==> src/verilog/ptimer_pkg.sv <==
// Constants, register map and state type for the 8-bit periodic timer.
// Assumes a single core clock and the plain register port of the timer top.
// How it works
// - 8-bit up-counter fed by instruction clock through a prescaler.
// - Prescale 1:1, 1:4 or 1:16 from control bits 1..0.
// - Counter runs from zero to period, then wraps to zero next increment.
// - Period register is read/write and resets to all ones.
// - Counter register is read/write and resets to zero.
// - Each match feeds a 4-bit postscaler; completion sets match flag bit 1.
// - Control bit 2 clear stops the timer; set lets it run.
// - Counter or control writes and reset clear both scaler counters.
// - Control write leaves the counter value unchanged.
// - Pre-postscaler match pulse goes out to the sync serial port.
// - Match pulse is the PWM time base for capture/compare/PWM units.
// - Both PWM units share one period and update rate from this timer.
// - Control resets to zero; bit 7 always reads zero.
package ptimer_pkg;
    localparam logic [7:0] ADDR_IRQ_FLAGS   = 8'h0C;
    localparam logic [7:0] ADDR_COUNT       = 8'h11;
    localparam logic [7:0] ADDR_CONTROL     = 8'h12;
    localparam logic [7:0] ADDR_IRQ_ENABLES = 8'h8C;
    localparam logic [7:0] ADDR_PERIOD      = 8'h92;

    localparam logic [7:0] PERIOD_RESET     = 8'hFF;
    localparam logic [7:0] CONTROL_MASK     = 8'h7F;
    localparam int         FLAG_BIT         = 1;
    localparam int         ON_BIT           = 2;
    localparam int         INSTR_DIV        = 4;
    localparam logic [1:0] PRE_DIV1         = 2'h0;
    localparam logic [1:0] PRE_DIV4         = 2'h1;
    localparam logic [3:0] PRE_LAST4        = 4'h3;
    localparam logic [3:0] PRE_LAST16       = 4'hF;

    typedef struct packed {
        logic [7:0] addr;
        logic [7:0] wdata;
        logic       wr;
        logic       rd;
    } reg_req_s;

    typedef struct packed {
        logic [7:0] count;
        logic [7:0] period;
        logic [7:0] control;
        logic [7:0] flags;
        logic [7:0] enables;
        logic [1:0] qdiv;
        logic [3:0] pre;
        logic [3:0] post;
        logic       match;
        logic [7:0] rdata;
    } tmr_state_s;
endpackage

==> src/verilog/ptimer.sv <==
// 8-bit periodic timer with prescaler, period register and postscaler.
// Assumes core_clk is the oscillator; the instruction clock is core_clk / 4.
module ptimer (
    // Clock and reset
    input  wire logic                 core_clk,
    input  wire logic                 rst_n,
    // Register port
    input  wire ptimer_pkg::reg_req_s req,
    output logic [7:0]                rdata,
    // Events
    output logic                      match_pulse,
    output logic                      irq
);
    import ptimer_pkg::*;

    tmr_state_s s_r;
    tmr_state_s s_nxt;
    logic       instr_tick;
    logic       pre_done;
    logic       inc;
    logic       at_period;
    logic       post_done;
    logic       wr_cnt;
    logic       wr_ctl;
    logic       wrap_now;
    logic       flag_set;

    localparam logic [7:0] FLAG_ONLY = 8'(1 << FLAG_BIT);

    // Register strobe decode
    function automatic logic wr_hit(input reg_req_s r, input logic [7:0] a);
        return r.wr && (r.addr == a);
    endfunction

    function automatic logic rd_hit(input reg_req_s r, input logic [7:0] a);
        return r.rd && (r.addr == a);
    endfunction

    function automatic logic mapped(input logic [7:0] a);
        return a == ADDR_COUNT || a == ADDR_CONTROL || a == ADDR_PERIOD
            || a == ADDR_IRQ_ENABLES || a == ADDR_IRQ_FLAGS;
    endfunction

    always_comb begin
        s_nxt      = s_r;
        wr_cnt     = wr_hit(req, ADDR_COUNT);
        wr_ctl     = wr_hit(req, ADDR_CONTROL);
        instr_tick = (s_r.qdiv == 2'(INSTR_DIV - 1));
        s_nxt.qdiv = s_r.qdiv + 2'h1;
        unique case (s_r.control[1:0])
            PRE_DIV1: pre_done = 1'b1;
            PRE_DIV4: pre_done = (s_r.pre == PRE_LAST4);
            default:  pre_done = (s_r.pre == PRE_LAST16);
        endcase
        inc        = s_r.control[ON_BIT] && instr_tick;
        at_period  = (s_r.count == s_r.period);
        post_done  = (s_r.post == s_r.control[6:3]);
        wrap_now   = inc && pre_done && at_period;
        flag_set   = wrap_now && post_done;
        s_nxt.match = 1'b0;
        if (inc) begin
            if (pre_done) begin
                s_nxt.pre = 4'h0;
                if (at_period) begin
                    s_nxt.count = 8'h00;
                    s_nxt.match = 1'b1;
                    s_nxt.post  = post_done ? 4'h0 : s_r.post + 4'h1;
                    if (post_done)
                        s_nxt.flags[FLAG_BIT] = 1'b1;
                end else begin
                    s_nxt.count = s_r.count + 8'h01;
                end
            end else begin
                s_nxt.pre = s_r.pre + 4'h1;
            end
        end
        if (req.wr) begin
            unique case (req.addr)
                ADDR_COUNT:       s_nxt.count   = req.wdata;
                ADDR_CONTROL:     s_nxt.control = req.wdata & CONTROL_MASK;
                ADDR_PERIOD:      s_nxt.period  = req.wdata;
                ADDR_IRQ_ENABLES: s_nxt.enables = req.wdata;
                ADDR_IRQ_FLAGS:   s_nxt.flags   = (s_r.flags & ~req.wdata) | (s_nxt.flags & ~s_r.flags);
                default:          ;
            endcase
        end
        if (wr_cnt || wr_ctl) begin
            s_nxt.pre  = 4'h0;
            s_nxt.post = 4'h0;
        end
        s_nxt.rdata = 8'h00;
        if (req.rd) begin
            unique case (req.addr)
                ADDR_COUNT:       s_nxt.rdata = s_r.count;
                ADDR_CONTROL:     s_nxt.rdata = s_r.control & CONTROL_MASK;
                ADDR_PERIOD:      s_nxt.rdata = s_r.period;
                ADDR_IRQ_ENABLES: s_nxt.rdata = s_r.enables;
                ADDR_IRQ_FLAGS:   s_nxt.rdata = s_r.flags;
                default:          s_nxt.rdata = 8'h00;
            endcase
        end
    end

    always_ff @(posedge core_clk or negedge rst_n) begin
        if (!rst_n) begin
            s_r        <= '0;
            s_r.period <= PERIOD_RESET;
        end else begin
            s_r <= s_nxt;
        end
    end

    assign rdata       = s_r.rdata;
    assign match_pulse = s_r.match;
    assign irq         = |(s_r.flags & s_r.enables);
endmodule

==> config.mk <==
export PLATFORM = sky130hd
export DESIGN_NAME = ptimer
export DESIGN_NICKNAME = d
export VERILOG_FILES = /design/src/verilog/ptimer_pkg.sv /design/src/verilog/ptimer.sv
export SDC_FILE = /design/constraint.sdc
export NUM_CORES = 1
export LEC_CHECK = 0
export ABC_AREA = 0
export BUFFER_PORTS_ARGS = -buffer_cell sky130_fd_sc_hd__buf_4
export CAP_MARGIN = 15
export CORE_UTILIZATION = 45
export DETAILED_ROUTE_END_ITERATION = 6
export PLACE_DENSITY_LB_ADDON = 0.08
export SKIP_LAST_GASP = 1
export SLEW_MARGIN = 20
export SYNTH_ARGS = -nofsm -noshare
export SYNTH_HDL_FRONTEND = slang
export SYNTH_SLANG_ARGS = --single-unit
==> constraint.sdc <==
create_clock -name core_clk -period 2.2 [get_ports core_clk]
set_clock_uncertainty 0.2 [all_clocks]
set_input_delay 0 -clock core_clk [delete_from_list [all_inputs] [get_ports core_clk]]
set_output_delay 0 -clock core_clk [all_outputs]
set_load 0.05 [all_outputs]
==> results of run 1 <==
cell usage in the layout, fill, tap and decap left out, drive strengths merged, types with 2 or more instances in the layout:
| cell | n |
|---|---|
| nand4 | 7 |
| dlygate4sd3 | 12 |
| clkinv | 6 |
| and3 | 8 |
| mux2 | 23 |
| a21boi | 7 |
| nand2 | 17 |
| nor3b | 6 |
| nor2b | 3 |
| o31ai | 3 |
| ha | 4 |
| and2 | 5 |
| a221o | 7 |
| dfstp | 8 |
| or2 | 2 |
| nand4b | 2 |
| buf | 50 |
| or4b | 2 |
| nand3 | 7 |
| a221oi | 2 |
| a21oi | 23 |
| xnor2 | 14 |
| o21a | 2 |
| clkbuf | 9 |
| nor3 | 7 |
| inv | 3 |
| nor2 | 10 |
| a22oi | 11 |
| dfrtp | 50 |
| o21ai | 7 |
flip-flops by register name, summed over array words and instances (netlist names):
name / flops
rdata: 8
match_pulse: 1
s_r: 49
critical path: cells and delay by family, from the launching register on:
| family | cells | cell delay (ns) |
|---|---|---|
| AND/OR/NAND/NOR | 2 | 0.80 |
| AO/OA/AOI/OAI | 3 | 0.47 |
| flip-flops | 1 | 0.36 |
| adder cells (fa/ha/maj) | 1 | 0.18 |
| buffers and inverters | 1 | 0.17 |
cells by family after synthesis:
group           after synthesis
mux                          24
xor+xnor                     15
compound gates               70
buf+inv                      24
fa+ha+maj                     4
flops                        58
simple gates                 81
report_power, final:
| part | internal [mW] | switching (mW) | total (mW) |
|---|---|---|---|
| clock network | 0.510 | 0.432 | 0.942 |
| logic | 0.276 | 0.260 | 0.536 |
| registers | 1.15 | 0.0836 | 1.24 |
metal layers:
| layer | GRT usage (%) | part of all wire [%] |
|---|---|---|
| met1 | 32.5 | 48 |
| met2 | 34.1 | 46 |
| met3 | 3.64 | 4.1 |
| met4 | 8.46 | 1.5 |
| met5 | 0 | 0 |
Yosys cell counts (2+ instances only):
cell,instances,share of area (%)
a221oi_1,2,0.58
inv_1,3,0.37
clkbuf_1,8,0.99
o21ai_0,7,1.2
nand2_2,2,0.41
a221o_1,7,2.3
nand4b_1,2,0.58
nor3b_1,3,0.74
o21a_1,2,0.49
and3_1,8,1.6
buf_4,10,2.5
nand3_1,7,1.2
nor2_1,10,1.2
nand4_1,7,1.4
dfrtp_1,50,41
xnor2_1,14,4.0
and2_1,4,0.82
a22oi_1,11,2.7
a21oi_1,23,3.8
nor2b_1,3,0.62
nor3b_2,2,0.82
ha_1,4,1.6
dfstp_2,8,6.9
o31ai_1,3,0.74
or2_2,2,0.41
nand2_1,15,1.8
mux2_2,23,8.5
a21boi_0,7,1.7
nor3_1,5,0.82
or4b_4,2,0.90
layout make-up:
| cell class | instances | area (sq um) |
|---|---|---|
| clock buffers | 9 | 124 |
| clock inverters | 6 | 58.8 |
| fillers | 561 | 2690 |
| inverters | 4 | 15.0 |
| multi-input cells | 194 | 1490 |
| flip-flops and latches | 58 | 1460 |
| well taps | 77 | 96.3 |
| repair buffers | 62 | 524 |
timing repair:
item,CTS,global route
setup endpoints to repair,2,9
buffers inserted,1,0
resized for setup,1,11
pin swaps,0,8
hold endpoints to repair,105,0
hold buffers,12,0
final timing paths:
| kind | from | endpoint | slack (ns) |
|---|---|---|---|
| worst max register to register | s_r[13]$_DFFE_PN0P_ | s_r[28]$_DFF_PN0_ | -0.06 |
| worst max-delay path | s_r[13]$_DFFE_PN0P_ | s_r[28]$_DFF_PN0_ | -0.06 |
| max in group asynchronous | rst_n | s_r[38]$_DFFE_PN0P_ | 1.20 |
| min in group asynchronous | rst_n | s_r[16]$_DFFE_PN0P_ | 0.06 |
| worst min register to register | s_r[17]$_DFF_PN0_ | s_r[17]$_DFF_PN0_ | 0.22 |
| worst min-delay path | req[0] | rdata[0]$_DFF_PN0_ | 0.02 |
stage by stage:
step / utilization, % / cell area [sq um]
floorplan: - / 3050
detailed placement: 52.7 / 3400
CTS: 57.7 / 3730
global route: 58.4 / 3770
global placement: 52.7 / 3400
finish: 58.4 / 3770
==> out/results.tsv, run 1 <==
stage	metric	value	unit
outcome	status	finished, violations left	
outcome	failing checks	design-rule violations, negative setup slack	
detailed_routing	Post-route DRC	14	
clock_tree	Reg clk slew, reported paths	0.07	ns
detailed_routing	Initial DRC Count	237	
floorplanning	Ports	30	
synthesis	count of cell types in the netlist	52	
clock_tree	Num CTS Buffers	9	
grt	initial antenna violation count	0	
synthesis	synthesized area	0.00305	sq mm
synthesis	Avg Inst Size Synth	11.0	sq um
timing	period utilization	103	%
timing	final worst setup slack	-0.0582	ns
synthesis	Synth Area in Adders	1.64	%
grt	vias in the first global route	2350	
synthesis	Seq cells post-synth	58	
power_and_ir_drop	Leak	1.70	nW
grt	largest net degree at the start of global routing	59	
detailed_routing	First-pass DRT Iterations	6	
timing	endpoints failing setup	5	
grt	GRT Residual Overflow	0	
detailed_routing	routed via count	2426	
finish	Final nets	353	
critical_path	CP required	2.26	ns
place	GPL Wtd Cong	0.822	
clock_tree	Max Buffers Root-to-Sink	2	
finish	Area growth, synth to finish	23.8	%
critical_path	critical path launch point type	flop	
critical_path	Setup CP Type	reg -> reg	
power_and_ir_drop	pwr dens	721	mW/mm^2
grt	first-pass GRT wire length	12200	um
synthesis	Synth Area in Simple Gates	16.7	%
synthesis	Synth Flop Type	dfrtp_1	
floorplanning	site row count	29	
synthesis	ys async rst share	100	%
critical_path	slowest stage delay, CP	0.48	ns
critical_path	crit end category	flop	
synthesis	largest family of logic cells by synthesized area	simple AND/OR/NAND/NOR gates	
clock_tree	Skew-Pair Late Insertion Delay	0.33	ns
synthesis	cell count after synthesis	276	
critical_path	Critical Path Fanout Max	6	
synthesis	Syn. warnings	0	
clock_tree	H-tree levels	3	
finish	Finished Layout Cells	410	
place	cell count after placement	382	
timing	post-layout minimum cycle time	2.26	ns
timing	Highest Clock Rate	0.443	GHz
floorplanning	Die W	84.3	um
timing	setup_tns	-0.219	ns
power_and_ir_drop	Final Total Pwr	2.72	mW
synthesis	post-synthesis compound-gate area fraction	16.1	%
timing	slew margin rel.	48.8	%
detailed_routing	DRT Wirelength	7510	um
critical_path	crit-path cells	ha_2 > or4b_4 > a31o_4 > nor3_4 > buf_6 > a21oi_2 > a31oi_1	
floorplanning	die height	84.3	um
clock_tree	CTS sink cnt	58	
synthesis	Synthesized Nets	300	
synthesis	sequential area share after synthesis	48.0	%
hold_path	Hold Path Stages	4	
synthesis	EDFF count, synth	0	
timing	RSZ-0062 raised after global routing	true	
floorplanning	Initial Util	47.2	%
critical_path	reg2reg path depth	7	
timing	final hold vios	0	
hold_path	Worst Hold Class	in -> reg	
timing	worst-margin pin slew	0.768	ns
timing	WHS	0.0229	ns
clock_tree	clock tree from TritonCTS	built	
detailed_routing	Final ANT Viol Nets	0	
detailed_routing	Via density	5.92	
finish	ANT cells	0	
place	dpl ws	-0.0409	ns
job	max_cap viols	0	
finish	layout cells sized above 1	35.4	%
detailed_routing	WL per Instance	18.3	um
floorplanning	Core ar.	0.00646	sq mm
floorplanning	die area	0.00710	sq mm
clock_tree	root buffer cell	clkbuf_8	
grt	gr usage total	22.5	%
timing	Max Slew Vio Count	0	
synthesis	multiplexer area fraction after synthesis	8.83	%
place	half-perimeter wire length after placement	5140	um
critical_path	critical path's slowest cell	or4b_4	
synthesis	xor/xnor cell area share of the yosys netlist	4.31	%
place	port buffer count	29	
power_and_ir_drop	Max VDD drop	395	uV
critical_path	critical path arrival	2.32	ns
No activity file was read; power rests on OpenSTA's default activity.
==> run 2, diff against run 1 <==
--- a/config.mk
+++ b/config.mk
@@ -6,10 +6,10 @@
 export NUM_CORES = 1
 export LEC_CHECK = 0
 export ABC_AREA = 0
-export BUFFER_PORTS_ARGS = -buffer_cell sky130_fd_sc_hd__buf_4
 export CAP_MARGIN = 15
 export CORE_UTILIZATION = 45
 export DETAILED_ROUTE_END_ITERATION = 6
+export DONT_BUFFER_PORTS = 1
 export PLACE_DENSITY_LB_ADDON = 0.08
 export SKIP_LAST_GASP = 1
 export SLEW_MARGIN = 20
==> constraint.sdc (replaced) <==
create_clock -name core_clk -period 2.6 [get_ports core_clk]
set_clock_uncertainty 0.2 [all_clocks]
set_input_delay 0 -clock core_clk [delete_from_list [all_inputs] [get_ports core_clk]]
set_output_delay 0 -clock core_clk [all_outputs]
set_load 0.05 [all_outputs]
==> out/results.tsv, run 2 (synthesis results as in run 1) <==
stage	metric	value	unit	change
place	GPL Wtd Cong	0.784		-4.6%
detailed_routing	First-pass DRT Iterations	6		unchanged
critical_path	crit end category	flop		
floorplanning	site row count	29		unchanged
grt	first-pass GRT wire length	11900	um	-2.1%
floorplanning	Core ar.	0.00646	sq mm	unchanged
clock_tree	Reg clk slew, reported paths	0.07	ns	about the same
timing	worst-margin pin slew	0.615	ns	-0.153 ns
place	placed cell areas	0.00307	sq mm	-9.7%
timing	setup_tns	0	ns	+0.219 ns
timing	Max Slew Vio Count	0		unchanged
clock_tree	H-tree levels	3		unchanged
detailed_routing	Initial DRC Count	135		-43%
timing	period utilization	90.6	%	-12 points
grt	initial antenna violation count	0		unchanged
timing	final hold vios	0		unchanged
power_and_ir_drop	Max VDD drop	424	uV	+7.4%
critical_path	critical path arrival	2.41	ns	+0.09 ns
timing	RSZ-0062 raised after global routing	false		
detailed_routing	routed via count	2223		-8.4%
critical_path	critical path launch point type	flop		
clock_tree	root buffer cell	clkbuf_8		
floorplanning	die height	84.3	um	unchanged
detailed_routing	Final ANT Viol Nets	0		unchanged
place	port buffer count	0		-100%
floorplanning	Initial Util	47.2	%	unchanged
detailed_routing	Post-route DRC	8		-6
clock_tree	setup bufs post-CTS	0		-1
finish	ANT cells	0		unchanged
critical_path	FF-to-FF setup slack	0.25	ns	+0.30 ns
detailed_routing	WL per Instance	19.3	um	+5.5%
finish	Top reg by flops	s_r		
timing	slew margin rel.	58.9	%	+10 points
outcome	failing checks	design-rule violations		
finish	max reg flops	49		unchanged
critical_path	critical path's slowest cell	or4b_4		
critical_path	slowest stage delay, CP	0.49	ns	about the same
finish	Final nets	315		-11%
detailed_routing	DRT Wirelength	7210	um	-4.0%
floorplanning	Ports	30		unchanged
critical_path	CP Buf/Inv Count	1		unchanged
clock_tree	Num CTS Buffers	9		unchanged
job	max_cap viols	0		unchanged
critical_path	Setup CP Type	reg -> reg		
clock_tree	clock tree from TritonCTS	built		
critical_path	crit-path cells	ha_1 > or4b_4 > a31o_4 > nor3_4 > buf_4 > a21oi_1 > a31oi_1		
finish	final design utilization	53.9	%	-4.4 points
finish	final instance area	0.00348	sq mm	-7.6%
finish	commonest non-fill, non-tap cell in the layout	dfrtp_1		
grt	gr usage total	22.2	%	-0.25 points
floorplanning	Die W	84.3	um	unchanged
finish	Finished Layout Cells	373		-9.0%
critical_path	Critical Path Fanout Max	13		+7
power_and_ir_drop	Leak	1.52	nW	-11%
timing	endpoints failing setup	0		-5
place	half-perimeter wire length after placement	4900	um	-4.6%
timing	post-layout minimum cycle time	2.35	ns	+0.0964 ns
outcome	status	finished, violations left		
floorplanning	die area	0.00710	sq mm	unchanged
detailed_routing	Via density	5.96		+0.72%
power_and_ir_drop	pwr dens	672	mW/mm^2	-6.7%
grt	vias in the first global route	2263		-3.7%
hold_path	Worst Hold Class	in -> reg		
finish	Area growth, synth to finish	14.4	%	
timing	Highest Clock Rate	0.425	GHz	-4.1%
critical_path	Top delay family on crit path	simple AND/OR/NAND/NOR gates		
finish	most frequent cells in the layout	50 x dfrtp_1, 23 x a21oi_1, 23 x mux2_2		
grt	GRT Residual Overflow	0		unchanged
finish	layout cells sized above 1	22.3	%	-13 points
critical_path	CP required	2.65	ns	+0.39 ns
clock_tree	CTS sink cnt	58		unchanged
clock_tree	Skew-Pair Late Insertion Delay	0.33	ns	about the same
place	cell count after placement	340		-11%
clock_tree	Max Buffers Root-to-Sink	2		unchanged
clock_tree	cts repair resizes	0		-1
grt	largest net degree at the start of global routing	59		unchanged
run 2: per-layer routing:
| layer | track usage (%) | vias up | share of wire [%] |
|---|---|---|---|
| met5 | 0 | - | 0 |
| met4 | 9.72 | 0 | 2.1 |
| met3 | 5.21 | 13 | 3.8 |
| met2 | 33.0 | 66 | 46 |
| met1 | 31.1 | 1096 | 48 |
| li1 | - | 1048 | - |
run 2: report_power, final:
part	internal, mW	leakage [nW]	switching [mW]	total, mW
sequential	0.977	0.713	0.0979	1.07
clock	0.594	0.111	0.350	0.944
combinational	0.168	0.696	0.155	0.323
run 2: path summary, 6_finish.rpt:
path                                           from                   to  depth (start not counted)
worst max-delay path            s_r[13]$_DFFE_PN0P_    s_r[28]$_DFF_PN0_                          7
max in group asynchronous                     rst_n  s_r[45]$_DFFE_PN1P_                          2
min in group asynchronous                     rst_n  s_r[40]$_DFFE_PN0P_                          2
worst min-delay path                        req[11]   rdata[6]$_DFF_PN0_                          4
worst min register to register    s_r[17]$_DFF_PN0_    s_r[17]$_DFF_PN0_                          1
worst max register to register  s_r[13]$_DFFE_PN0P_    s_r[28]$_DFF_PN0_                          7
run 2: worst reg2reg max path: stages (launching register included):
cell,delay [ns]
dfrtp_1,0.39
ha_1,0.21
or4b_4,0.49
a31o_4,0.32
nor3_4,0.28
buf_4,0.19
a21oi_1,0.06
a31oi_1,0.14
run 2: area by class of cell:
type / instances / area, sq um
sequential: 58 / 1460
multi-input combinational: 194 / 1450
tap: 77 / 96.3
clock buffer: 14 / 163
timing repair buffer: 24 / 240
clock inverter: 2 / 60.1
inverter: 4 / 15.0
fill: 591 / 2980
run 2: what timing repair did:
action | in CTS | in global routing
endpoints found under the setup margin | 0 | 1
hold buffers | 17 | 0
endpoints found under the hold margin | 106 | 0
run 2: per-stage QoR:
stage	hold WS (ns)	total power, mW	setup WS [ns]
6_report	0.0105	2.34	0.245
5_1_grt	0.0268	2.46	0.0659
4_1_cts	0.00628	2.36	0.158
3_5_place_dp	-0.494	1.36	0.158
3_3_place_gp	-0.493	1.36	0.227
2_1_floorplan	-0.496	1.29	0.329
==> run 3, diff against run 2 <==
--- a/config.mk
+++ b/config.mk
@@ -10,7 +10,7 @@
 export CORE_UTILIZATION = 45
 export DETAILED_ROUTE_END_ITERATION = 6
 export DONT_BUFFER_PORTS = 1
-export PLACE_DENSITY_LB_ADDON = 0.08
+export PLACE_DENSITY = 0.61
 export SKIP_LAST_GASP = 1
 export SLEW_MARGIN = 20
 export SYNTH_ARGS = -nofsm -noshare
==> out/results.tsv, run 3 (synthesis results as in run 1) <==
stage	metric	value	unit	change
floorplanning	Ports	30		unchanged
timing	post-layout minimum cycle time	2.41	ns	+0.0602 ns
clock_tree	Num CTS Buffers	9		unchanged
place	half-perimeter wire length after placement	4640	um	-5.2%
detailed_routing	First-pass DRT Iterations	6		unchanged
power_and_ir_drop	Sw Pwr	0.627	mW	+4.1%
clock_tree	clock tree from TritonCTS	built		
detailed_routing	WL per Instance	18.8	um	-2.7%
grt	vias in the first global route	2263		unchanged
finish	# fillers	572		-3.2%
detailed_routing	routed via count	2206		-0.76%
critical_path	CP Buf/Inv Count	0		-1
critical_path	critical path launch point type	flop		
timing	Highest Clock Rate	0.414	GHz	-2.5%
clock_tree	Max Buffers Root-to-Sink	2		unchanged
power_and_ir_drop	Switching Fraction	29.2	%	+3.5 points
critical_path	Critical Path Fanout Max	13		unchanged
outcome	status	finished, violations left		
power_and_ir_drop	Flop pwr share	50.0	%	+4.1 points
detailed_routing	Final ANT Viol Nets	0		unchanged
floorplanning	Core ar.	0.00646	sq mm	unchanged
finish	final instance area	0.00345	sq mm	-1.1%
finish	Top reg by flops	s_r		
job	max_cap viols	0		unchanged
critical_path	Top delay family on crit path	simple AND/OR/NAND/NOR gates		
timing	slew margin rel.	58.6	%	-0.22 points
timing	period utilization	92.9	%	+2.3 points
power_and_ir_drop	pwr dens	623	mW/mm^2	-7.4%
timing	worst-margin pin slew	0.618	ns	+0.00326 ns
grt	first-pass GRT wire length	11600	um	-2.5%
finish	Area growth, synth to finish	13.1	%	
place	placed cell areas	0.00305	sq mm	-0.73%
finish	max reg flops	49		unchanged
finish	layout cells sized above 1	22.8	%	+0.49 points
place	GPL Wtd Cong	0.876		+12%
timing	setup_tns	0	ns	unchanged
power_and_ir_drop	clock network power share	34.5	%	-5.8 points
detailed_routing	DRT Wirelength	6970	um	-3.2%
critical_path	crit-path cells	ha_1 > or4b_4 > a31o_4 > nor3_4 > nand2_2 > o41ai_2		
critical_path	Setup CP Type	reg -> reg		
power_and_ir_drop	Max VDD drop	367	uV	-14%
timing	RSZ-0062 raised after global routing	false		
clock_tree	Skew-Pair Late Insertion Delay	0.33	ns	about the same
floorplanning	die area	0.00710	sq mm	unchanged
critical_path	crit end category	flop		
grt	largest net degree at the start of global routing	48		-19%
timing	Max Slew Vio Count	0		unchanged
outcome	failing checks	design-rule violations		
critical_path	slowest stage delay, CP	0.49	ns	about the same
clock_tree	Reg clk slew, reported paths	0.07	ns	about the same
power_and_ir_drop	Final Total Pwr	2.15	mW	-8.4%
power_and_ir_drop	Combinational Power Share	15.5	%	+1.7 points
hold_path	Worst Hold Class	in -> reg		
power_and_ir_drop	Leak	1.49	nW	-1.7%
grt	gr usage total	21.3	%	-0.88 points
floorplanning	die height	84.3	um	unchanged
finish	commonest non-fill, non-tap cell in the layout	dfrtp_1		
floorplanning	Initial Util	47.2	%	unchanged
floorplanning	site row count	29		unchanged
place	port buffer count	0		unchanged
timing	final hold vios	0		unchanged
critical_path	critical path's slowest cell	or4b_4		
clock_tree	H-tree levels	3		unchanged
detailed_routing	Initial DRC Count	148		+9.6%
finish	Final nets	313		-0.63%
grt	initial antenna violation count	0		unchanged
clock_tree	setup bufs post-CTS	0		unchanged
finish	ANT cells	0		unchanged
power_and_ir_drop	Pint	1.52	mW	-13%
detailed_routing	Via density	5.95		-0.23%
clock_tree	root buffer cell	clkbuf_8		
timing	endpoints failing setup	0		unchanged
clock_tree	CTS sink cnt	58		unchanged
grt	GRT Residual Overflow	0		unchanged
floorplanning	Die W	84.3	um	unchanged
detailed_routing	Post-route DRC	4		-4
critical_path	CP required	2.63	ns	-0.02 ns
critical_path	critical path arrival	2.45	ns	+0.04 ns
finish	most frequent cells in the layout	50 x dfrtp_1, 23 x a21oi_1, 23 x mux2_2		
[run 3: changes by cell type in the layout (fill, tap and decap cells not counted), moves of 2 or more]
cell | before | now
buf_4 | 7 | 4
bufinv_16 | 2 | 0
clkinv_4 | 0 | 2
clkinvlp_4 | 0 | 2
clkinv_2 | 0 | 2
clkbuf_1 | 3 | 0
[run 3: final timing paths]
check	from	endpoint	slack [ns]	depth (start not counted)
min in group asynchronous	rst_n	rdata[3]$_DFF_PN0_	0.46	3
hold reg to reg	s_r[17]$_DFF_PN0_	s_r[17]$_DFF_PN0_	0.23	1
setup / recovery	s_r[13]$_DFFE_PN0P_	s_r[12]$_DFFE_PN0P_	0.19	6
hold / removal	req[10]	rdata[4]$_DFF_PN0_	0.05	3
max in group asynchronous	rst_n	match_pulse$_DFF_PN0_	1.31	4
setup reg to reg	s_r[13]$_DFFE_PN0P_	s_r[12]$_DFFE_PN0P_	0.19	6
[run 3: worst reg2reg max path: stages, from the launching register on]
cell	delay, ns
dfrtp_1	0.39
ha_1	0.21
or4b_4	0.49
a31o_4	0.32
nor3_4	0.33
nand2_2	0.10
o41ai_2	0.27
[run 3: final cells by class]
| cell class | count | area [sq um] | area share (%) |
|---|---|---|---|
| Sequential cell | 58 | 1460 | 42.4 |
| Multi-Input combinational cell | 194 | 1450 | 42.0 |
| Timing Repair Buffer | 22 | 245 | 7.12 |
| Clock buffer | 10 | 138 | 3.99 |
| Tap cell | 77 | 96.3 | 2.80 |
| Clock inverter | 6 | 42.5 | 1.23 |
| Inverter | 4 | 15.0 | 0.436 |
[run 3: power groups by stage]
| stage | Clock [mW] | Sequential, mW | Combinational [mW] |
|---|---|---|---|
| after global routing | 0.804 | 1.08 | 0.373 |
| after detailed placement | 0 | 1.09 | 0.273 |
| after CTS | 0.764 | 1.07 | 0.333 |
| final | 0.740 | 1.07 | 0.333 |
| after global placement | 0 | 1.08 | 0.269 |
| after floorplan | 0 | 1.05 | 0.240 |
[run 3: per-stage QoR]
stage	hold WS [ns]	setup slack, ns	instances	util (%)
6_report	0.0487	0.185	371	53.4
5_1_grt	0.0496	0.0496	371	53.4
4_1_cts	0.0307	0.0953	371	53.4
3_5_place_dp	-0.494	0.115	337	47.2
3_3_place_gp	-0.493	0.159	337	47.2
2_1_floorplan	-0.496	0.329	276	-
[run 3: repair_timing]
item	CTS	global route
gates resized for setup	0	0
hold buffers	18	0
setup endpoints to repair	0	1
hold endpoints to repair	108	0
[run 3: metal layers]
layer,track usage [%],share of wire [%],vias up
met1,28.7,47,1094
met2,33.4,47,60
met4,6.90,1.6,0
met5,0,0,-
li1,-,-,1044
met3,6.29,4.8,8
